===== config.mk =====
export PLATFORM = sky130hd
export DESIGN_NAME = uae_regs
export DESIGN_NICKNAME = d
export VERILOG_FILES = /design/src/hdl/uae_pkg.sv /design/src/hdl/uae_se0_det.sv /design/src/hdl/uae_regs.sv
export SDC_FILE = /design/constraint.sdc
export NUM_CORES = 1
export LEC_CHECK = 0
export ABC_CLOCK_PERIOD_IN_PS = 2190
export BUFFER_PORTS_ARGS = -buffer_cell sky130_fd_sc_hd__buf_4
export CAP_MARGIN = 20
export CORE_ASPECT_RATIO = 2
export CORE_MARGIN = 3
export CORE_UTILIZATION = 30
export DETAILED_ROUTE_END_ITERATION = 6
export PLACE_DENSITY = 0.6
export SLEW_MARGIN = 5
export SYNTH_ARGS = -nofsm -noshare
export SYNTH_HDL_FRONTEND = slang
export SYNTH_SLANG_ARGS = --single-unit

===== constraint.sdc =====
create_clock -name I_SYS_CLK -period 2.19 [get_ports I_SYS_CLK]
set_input_delay 0.219 -clock I_SYS_CLK [delete_from_list [all_inputs] [get_ports I_SYS_CLK]]
set_output_delay 0.219 -clock I_SYS_CLK [all_outputs]
set_load 0.005 [all_outputs]

===== src/hdl/uae_pkg.sv =====
package uae_pkg;

  // Register indices; byte address on the bus is four times the index
  localparam logic [9:0] IDX_IRQ_EN    = 10'h0be;
  localparam logic [9:0] IDX_FUNC_ADDR = 10'h0c6;
  localparam logic [9:0] IDX_EP_SEL    = 10'h0c7;
  localparam logic [9:0] IDX_IRQ_STAT  = 10'h0e0;
  localparam logic [9:0] IDX_CTRL      = 10'h0e1;

  localparam int unsigned AXI_ADDR_W = 12;
  localparam int unsigned AXI_DATA_W = 32;

  // Bit positions of the enable/status sources, the filter bit of the function address and the valid bit of the control register
  localparam int unsigned BIT_WAKE    = 5;
  localparam int unsigned BIT_EOR     = 4;
  localparam int unsigned BIT_SOF     = 3;
  localparam int unsigned BIT_SUSP    = 0;
  localparam int unsigned BIT_FILTER  = 7;
  localparam int unsigned BIT_ADDR_OK = 0;

  localparam logic [7:0] IRQ_EN_MASK     = 8'h39;
  localparam logic [7:0] EP_SEL_MASK     = 8'h0f;
  localparam logic [7:0] IRQ_EN_RESET    = 8'h10;
  localparam logic [7:0] FUNC_ADDR_RESET = 8'h00;
  localparam logic [7:0] EP_SEL_RESET    = 8'h00;
  localparam logic [7:0] IRQ_STAT_RESET  = 8'h00;

  localparam logic [1:0] RESP_OKAY   = 2'b00;
  localparam logic [1:0] RESP_SLVERR = 2'b10;

  // Bus reset detection: three full-speed bit times, rounded up to clocks
  localparam int unsigned CLK_HZ        = 200_000_000;
  localparam int unsigned FS_BIT_HZ     = 12_000_000;
  localparam int unsigned SE0_MIN_BITS  = 3;
  localparam int unsigned SE0_CYCLES    = (SE0_MIN_BITS * CLK_HZ + FS_BIT_HZ - 1) / FS_BIT_HZ;
  localparam int unsigned SE0_CNT_W     = 6;

  typedef enum logic [2:0] {
    REG_NONE      = 3'b000,
    REG_IRQ_EN    = 3'b001,
    REG_FUNC_ADDR = 3'b010,
    REG_EP_SEL    = 3'b011,
    REG_IRQ_STAT  = 3'b100,
    REG_CTRL      = 3'b101
  } uae_reg_e;

  typedef struct packed {
    logic wake;
    logic sof;
    logic suspend;
  } uae_event_s;

  typedef struct packed {
    logic       valid;
    logic [6:0] addr;
  } uae_token_s;

endpackage : uae_pkg


===== src/hdl/uae_se0_det.sv =====
`timescale 1ns/1ps
module uae_se0_det (
  input  wire logic i_clk,
  input  wire logic i_resetn,
  input  wire logic i_ce,
  input  wire logic i_se0,
  output logic      o_bus_reset,
  output logic      o_reset_end
);

  typedef struct packed {
    logic                             sync1;
    logic                             sync2;
    logic [uae_pkg::SE0_CNT_W-1:0]    cnt;
    logic                             bus_reset;
    logic                             reset_end;
  } uae_det_s;

  localparam logic [uae_pkg::SE0_CNT_W-1:0] CNT_MAX = uae_pkg::SE0_CNT_W'(uae_pkg::SE0_CYCLES);

  uae_det_s r;
  uae_det_s next_r;

  always_comb begin
    next_r = r;
    next_r.sync1 = i_se0;
    next_r.sync2 = r.sync1;
    if (!r.sync2) begin
      next_r.cnt = '0;
    end else if (r.cnt != CNT_MAX) begin
      next_r.cnt = r.cnt + 1'b1;
    end
    next_r.bus_reset = (next_r.cnt == CNT_MAX);
    next_r.reset_end = r.bus_reset && !next_r.bus_reset;
  end

  always_ff @(posedge i_clk or negedge i_resetn) begin
    if (!i_resetn) begin
      r <= '0;
    end else if (i_ce) begin
      r <= next_r;
    end
  end

  assign o_bus_reset = r.bus_reset;
  assign o_reset_end = r.reset_end;
endmodule : uae_se0_det


===== src/hdl/uae_regs.sv =====
// Our own choice: the AXI4-Lite slave port.
`timescale 1ns/1ps
module uae_regs (
  input  wire logic                                I_SYS_CLK,
  input  wire logic                                I_RESETN,
  input  wire logic                                I_CE,
  input  wire logic [uae_pkg::AXI_ADDR_W-1:0]      I_AWADDR,
  input  wire logic                                I_AWVALID,
  output logic                                     O_AWREADY,
  input  wire logic [uae_pkg::AXI_DATA_W-1:0]      I_WDATA,
  input  wire logic [3:0]                          I_WSTRB,
  input  wire logic                                I_WVALID,
  output logic                                     O_WREADY,
  output logic [1:0]                               O_BRESP,
  output logic                                     O_BVALID,
  input  wire logic                                I_BREADY,
  input  wire logic [uae_pkg::AXI_ADDR_W-1:0]      I_ARADDR,
  input  wire logic                                I_ARVALID,
  output logic                                     O_ARREADY,
  output logic [uae_pkg::AXI_DATA_W-1:0]           O_RDATA,
  output logic [1:0]                               O_RRESP,
  output logic                                     O_RVALID,
  input  wire logic                                I_RREADY,
  input  wire logic                                I_SE0,
  input  wire uae_pkg::uae_event_s                 I_EVENT,
  input  wire uae_pkg::uae_token_s                 I_TOKEN,
  output logic                                     O_TOKEN_ACCEPT,
  output logic [6:0]                               O_ACTIVE_ADDR,
  output logic                                     O_ADDR_FILTER_EN,
  output logic [3:0]                               O_EP_SEL,
  output logic                                     O_BUS_RESET,
  output logic                                     O_IRQ
);

  typedef struct packed {
    logic       aw_full;
    logic [9:0] aw_idx;
    logic       w_full;
    logic [7:0] w_data;
    logic       w_lane0;
    logic       awready;
    logic       wready;
    logic       bvalid;
    logic [1:0] bresp;
    logic       arready;
    logic       rvalid;
    logic [1:0] rresp;
    logic [7:0] rdata;
    logic [7:0] irq_en;
    logic [7:0] func_addr;
    logic [7:0] ep_sel;
    logic [7:0] irq_stat;
    logic       addr_valid;
    logic       irq;
    logic       token_accept;
    logic [6:0] active_addr;
  } uae_state_s;

  uae_state_s r;
  uae_state_s next_r;
  logic       bus_reset;
  logic       reset_end;

  function automatic uae_pkg::uae_reg_e reg_of(input logic [9:0] idx);
    case (idx)
      uae_pkg::IDX_IRQ_EN:    reg_of = uae_pkg::REG_IRQ_EN;
      uae_pkg::IDX_FUNC_ADDR: reg_of = uae_pkg::REG_FUNC_ADDR;
      uae_pkg::IDX_EP_SEL:    reg_of = uae_pkg::REG_EP_SEL;
      uae_pkg::IDX_IRQ_STAT:  reg_of = uae_pkg::REG_IRQ_STAT;
      uae_pkg::IDX_CTRL:      reg_of = uae_pkg::REG_CTRL;
      default:                reg_of = uae_pkg::REG_NONE;
    endcase
  endfunction : reg_of

  uae_se0_det u_se0_det (
    .i_clk       (I_SYS_CLK),
    .i_resetn    (I_RESETN),
    .i_ce        (I_CE),
    .i_se0       (I_SE0),
    .o_bus_reset (bus_reset),
    .o_reset_end (reset_end)
  );

  always_comb begin
    logic [7:0]        ev_set;
    logic [7:0]        stat_clr;
    uae_pkg::uae_reg_e wr_reg;
    uae_pkg::uae_reg_e rd_reg;
    ev_set   = '0;
    stat_clr = '0;
    wr_reg   = reg_of(r.aw_idx);
    rd_reg   = reg_of(I_ARADDR[11:2]);
    next_r   = r;

    // Address and data are taken independently, in either order
    if (r.awready && I_AWVALID) begin
      next_r.aw_full = 1'b1;
      next_r.aw_idx  = I_AWADDR[11:2];
    end
    if (r.wready && I_WVALID) begin
      next_r.w_full  = 1'b1;
      next_r.w_data  = I_WDATA[7:0];
      next_r.w_lane0 = I_WSTRB[0];
    end
    if (r.bvalid && I_BREADY) begin
      next_r.bvalid = 1'b0;
    end

    if (r.aw_full && r.w_full && !r.bvalid) begin
      next_r.aw_full = 1'b0;
      next_r.w_full  = 1'b0;
      next_r.bvalid  = 1'b1;
      next_r.bresp   = (wr_reg == uae_pkg::REG_NONE) ? uae_pkg::RESP_SLVERR : uae_pkg::RESP_OKAY;
      if (r.w_lane0) begin
        case (wr_reg)
          uae_pkg::REG_IRQ_EN: begin
            next_r.irq_en = r.w_data & uae_pkg::IRQ_EN_MASK;
          end
          uae_pkg::REG_FUNC_ADDR: begin
            next_r.func_addr = r.w_data;
          end
          uae_pkg::REG_EP_SEL: begin
            next_r.ep_sel = r.w_data & uae_pkg::EP_SEL_MASK;
          end
          uae_pkg::REG_IRQ_STAT: begin
            stat_clr = r.w_data & uae_pkg::IRQ_EN_MASK;
          end
          uae_pkg::REG_CTRL: begin
            next_r.addr_valid = r.w_data[uae_pkg::BIT_ADDR_OK];
          end
          default: begin
            next_r.bresp = uae_pkg::RESP_SLVERR;
          end
        endcase
      end
    end
    next_r.awready = !next_r.aw_full && !next_r.bvalid;
    next_r.wready  = !next_r.w_full && !next_r.bvalid;

    if (r.rvalid && I_RREADY) begin
      next_r.rvalid  = 1'b0;
      next_r.arready = 1'b1;
    end
    if (r.arready && I_ARVALID) begin
      next_r.arready = 1'b0;
      next_r.rvalid  = 1'b1;
      next_r.rresp   = uae_pkg::RESP_OKAY;
      case (rd_reg)
        uae_pkg::REG_IRQ_EN:    next_r.rdata = r.irq_en & uae_pkg::IRQ_EN_MASK;
        uae_pkg::REG_FUNC_ADDR: next_r.rdata = r.func_addr;
        uae_pkg::REG_EP_SEL:    next_r.rdata = r.ep_sel & uae_pkg::EP_SEL_MASK;
        uae_pkg::REG_IRQ_STAT:  next_r.rdata = r.irq_stat;
        uae_pkg::REG_CTRL:      next_r.rdata = {7'h00, r.addr_valid};
        default: begin
          next_r.rdata = 8'h00;
          next_r.rresp = uae_pkg::RESP_SLVERR;
        end
      endcase
    end

    // A bus reset clears address bits 6:0 and addr_valid, overriding a firmware write in the same cycle
    if (bus_reset) begin
      next_r.func_addr[6:0] = 7'h00;
      next_r.addr_valid     = 1'b0;
    end

    // Events win over a write-one clear in the same cycle
    ev_set[uae_pkg::BIT_WAKE] = I_EVENT.wake;
    ev_set[uae_pkg::BIT_EOR]  = reset_end;
    ev_set[uae_pkg::BIT_SOF]  = I_EVENT.sof;
    ev_set[uae_pkg::BIT_SUSP] = I_EVENT.suspend;
    next_r.irq_stat = (r.irq_stat & ~stat_clr) | ev_set;
    next_r.irq = |(next_r.irq_stat & next_r.irq_en);

    next_r.active_addr = next_r.addr_valid ? next_r.func_addr[6:0] : 7'h00;
    next_r.token_accept = I_TOKEN.valid &&
                          (!r.func_addr[uae_pkg::BIT_FILTER] ||
                           I_TOKEN.addr == r.active_addr);
  end

  always_ff @(posedge I_SYS_CLK or negedge I_RESETN) begin
    if (!I_RESETN) begin
      r           <= '0;
      r.awready   <= 1'b1;
      r.wready    <= 1'b1;
      r.arready   <= 1'b1;
      r.irq_en    <= uae_pkg::IRQ_EN_RESET;
      r.func_addr <= uae_pkg::FUNC_ADDR_RESET;
      r.ep_sel    <= uae_pkg::EP_SEL_RESET;
      r.irq_stat  <= uae_pkg::IRQ_STAT_RESET;
    end else if (I_CE) begin
      r <= next_r;
    end
  end

  assign O_AWREADY        = r.awready;
  assign O_WREADY         = r.wready;
  assign O_BVALID         = r.bvalid;
  assign O_BRESP          = r.bresp;
  assign O_ARREADY        = r.arready;
  assign O_RVALID         = r.rvalid;
  assign O_RRESP          = r.rresp;
  assign O_RDATA          = {24'h000000, r.rdata};
  assign O_TOKEN_ACCEPT   = r.token_accept;
  assign O_ACTIVE_ADDR    = r.active_addr;
  assign O_ADDR_FILTER_EN = r.func_addr[uae_pkg::BIT_FILTER];
  assign O_EP_SEL         = r.ep_sel[3:0];
  assign O_BUS_RESET      = bus_reset;
  assign O_IRQ            = r.irq;
endmodule : uae_regs


==> results.sh <==
export IMPL_status="complete, no violations"
export IMPL_reg2regPathDepth=6
export IMPL_grt_ovfl_total=0
export IMPL_critical_path_arrival_ns=2.16
export IMPL_drt_iter0_markers=198
export IMPL_hold_path_startpoint="I_AWADDR[11]"
export IMPL_synth_enable_flop_cells=0
export IMPL_p_per_area_nw_per_um2=905
export IMPL_crit_slowest_cell="a2111oi_2"
export IMPL_cts_sinks=76
export IMPL_ios=136
export IMPL_drtPass1Iterations=5
export IMPL_grt_pass1_vias=3266
export IMPL_cts_setup_buffers=0
export IMPL_switchingPower_w=0.00126
export IMPL_seqPwrFrac=0.437
export IMPL_cpPeakStageDelay_ns=0.46
export IMPL_synth_seq_cells=76
export IMPL_tightest_slew_ns=0.628
export IMPL_netlist_area_um2=4110
export IMPL_synth_flop_cell="dfrtp_1"
export IMPL_power_leakage_nw=2.34
export IMPL_max_clock_freq_mhz=512
export IMPL_drc=0
export IMPL_crit_fanout=7
export IMPL_power_frac_clock=0.372
export IMPL_swShare=0.279
export IMPL_final_nets=536
export IMPL_die_area_um2=15200
export IMPL_cts_buffers=9
export IMPL_area_delta_synth_final_pct=21.4
export IMPL_num_vias=3118
export IMPL_setup_viol=0
export IMPL_place_hpwl_mm=8.11
export IMPL_ir_drop_uv=415
export IMPL_num_fill_cells=1305
export IMPL_yosysTopAreaCell="dfrtp_1"
export IMPL_gp_congestion=0.832
export IMPL_hold_end="r[78]"
export IMPL_drive_gt1_frac=0.303
export IMPL_yosysWarnings=0
export IMPL_grt_setup_unrepaired="false"
export IMPL_coreArea_um2=13200
export IMPL_fin_crit_ns=1.95
export IMPL_wl_per_cell_um=16.8
export IMPL_whs_path_depth=2
export IMPL_fin_skew_ns=0.00778
export IMPL_final_common_cell="buf_4"
export IMPL_die_h_um=172
export IMPL_slew_viol_final=0
export IMPL_path_clk_slew_ns=0.06
export IMPL_combPwrFrac=0.190
export IMPL_start_util=0.311
export IMPL_start_kind="register"
export IMPL_viasPerCell=5.10
export IMPL_portBuffers=78
export IMPL_finalSetupTns_ns=0
export IMPL_n_antenna_cell=0
export IMPL_track_usage=0.142
export IMPL_grt_pass1_wl_mm=16.5
export IMPL_crit_required_ns=2.39
export IMPL_layout_cells_most_common_list="buf_4, dfrtp_1, nand2_1"
export IMPL_htree_levels=3
export IMPL_final_util=0.378
export IMPL_reg2reg_setup_slack_ns=0.24
export IMPL_hold_violations=0
export IMPL_maxSlewHeadroom=0.577
export IMPL_routed_wl_mm=10.3
export IMPL_yosys_cell_types_count=70
export IMPL_crit_path_cell_trace="inv_1 -> ha_1 -> a41oi_1 -> o2bb2a_1 -> a2111oi_2 -> nor2_1"
export IMPL_internal_power_w=0.00326
export IMPL_yosys_top_cells_area="dfrtp_1, buf_4, mux2_2, nand2_1, dfstp_2"
export IMPL_synthCells=390
export IMPL_ys_async_sr_fraction=1.00
export IMPL_std_cell_rows=59
export IMPL_clk_path_buf_depth=2
export IMPL_antenna_found_initial=0
export IMPL_maxCapViolations=0
export IMPL_min_delay_path_class="in -> reg"
export IMPL_avgSynthCellArea_um2=10.5
export IMPL_yosys_area_top_type_share=0.438
export IMPL_reg2reg_to="u_se0_det.o_reset_end"
export IMPL_die_w_um=88.8
export IMPL_reg2reg_from="u_se0_det.r[2]"
export IMPL_grt_max_degree=47
export IMPL_crit_type="reg -> reg"
export IMPL_seq_area_frac_synth=0.464
export IMPL_worst_setup_path_end_kind="register"
export IMPL_cts_root_buf="clkbuf_16"
export IMPL_postRouteAntennaNets=0
export IMPL_fin_crit_sh=0.893
export IMPL_insertion_delay_ns=0.33
export IMPL_cts_tree="built"
[what timing repair did]
item                      CTS  global route
hold endpoints to repair   28             0
resized for setup           0             0
hold buffers                1             0
[kinds of logic after synthesis]
| kind of cell | Yosys count | synth area share |
|---|---|---|
| compound gates | 85 | 0.154 |
| xor+xnor | 9 | 0.0192 |
| buf+inv | 73 | 0.112 |
| mux | 36 | 0.0956 |
| flops | 76 | 0.464 |
| fa+ha+maj | 2 | 0.00609 |
| other cells | 1 | 0.000912 |
| simple gates | 108 | 0.149 |
[worst max-delay path by stage]
stage / start / end / slack, ns
floorplan: O_BVALID / O_IRQ / 0.44
global placement: O_BVALID / O_IRQ / 0.26
detailed placement: r[72] / O_ACTIVE_ADDR[2] / 0.22
CTS: r[72] / O_ACTIVE_ADDR[2] / 0.21
global route: r[72] / O_ACTIVE_ADDR[1] / 0.10
finish: u_se0_det.r[2] / u_se0_det.o_reset_end / 0.24
[layer usage]
metal | track usage | wire, µm | up-vias
met5 | 0 | 0 | -
met4 | 0.0822 | 466 | 0
met3 | 0.0288 | 551 | 28
met2 | 0.249 | 5560 | 118
met1 | 0.154 | 3690 | 1491
li1 | - | - | 1481
[critical path: cells and delay by family, from the launching register on]
kind | cells | cell delay (ns)
compound gates | 3 | 0.94
flops | 1 | 0.43
fa+ha+maj | 1 | 0.29
simple gates | 1 | 0.09
buf+inv | 1 | 0.08
[registers in the layout (all words and copies together) (netlist names), 4 cells and up]
register,count
O_ACTIVE_ADDR,7
u_se0_det.r,7
O_EP_SEL,4
r,37
O_RDATA,8
[cells in the mapped netlist (all sizes together) (3+ instances only)]
cell     number
a2bb2oi       3
o2bb2ai       7
a2111oi       3
o32ai         3
a21oi         7
dfrtp        72
nand3b        3
xnor2         6
mux2i        10
nor2         11
inv          15
xor2          3
mux2         26
nand3        18
nor3          5
buf          52
nand4         6
nand2        37
a21o          5
nor3b         4
dfstp         4
clkbuf        6
and3          3
a31oi         4
a22o          8
o21ai        23
and4bb        3
o22ai         4
[area by class of cell]
type	instances	area [µm²]	area share
inverters	15	56.3	0.0113
multi-input cells	266	1840	0.368
flip-flops and latches	76	1910	0.382
repair buffers	86	661	0.132
clock inverters	7	114	0.0228
well taps	152	190	0.0381
clock buffers	9	225	0.0451
[metrics by stage]
step	setup WS [ns]	hold WS, ns	total power (W)	instance area, µm²	std cells
global route	0.103	0.113	0.00476	4990	611
detailed placement	0.221	0.185	0.00287	4640	594
floorplan	0.442	-0.0766	0.00253	4210	415
CTS	0.208	0.105	0.00457	4990	611
global placement	0.261	0.179	0.00283	4640	594
finish	0.235	0.114	0.00452	4990	611
[power groups by stage]
| stage | Sequential [W] | Combinational, W | Clock (W) |
|---|---|---|---|
| finish | 0.00198 | 0.000860 | 0.00168 |
| global route | 0.00202 | 0.000965 | 0.00178 |
| CTS | 0.00197 | 0.000876 | 0.00172 |
| detailed placement | 0.00200 | 0.000871 | 0 |
| global placement | 0.00198 | 0.000843 | 0 |
| floorplan | 0.00188 | 0.000648 | 0 |
No activity file was read; power rests on OpenSTA's default activity.
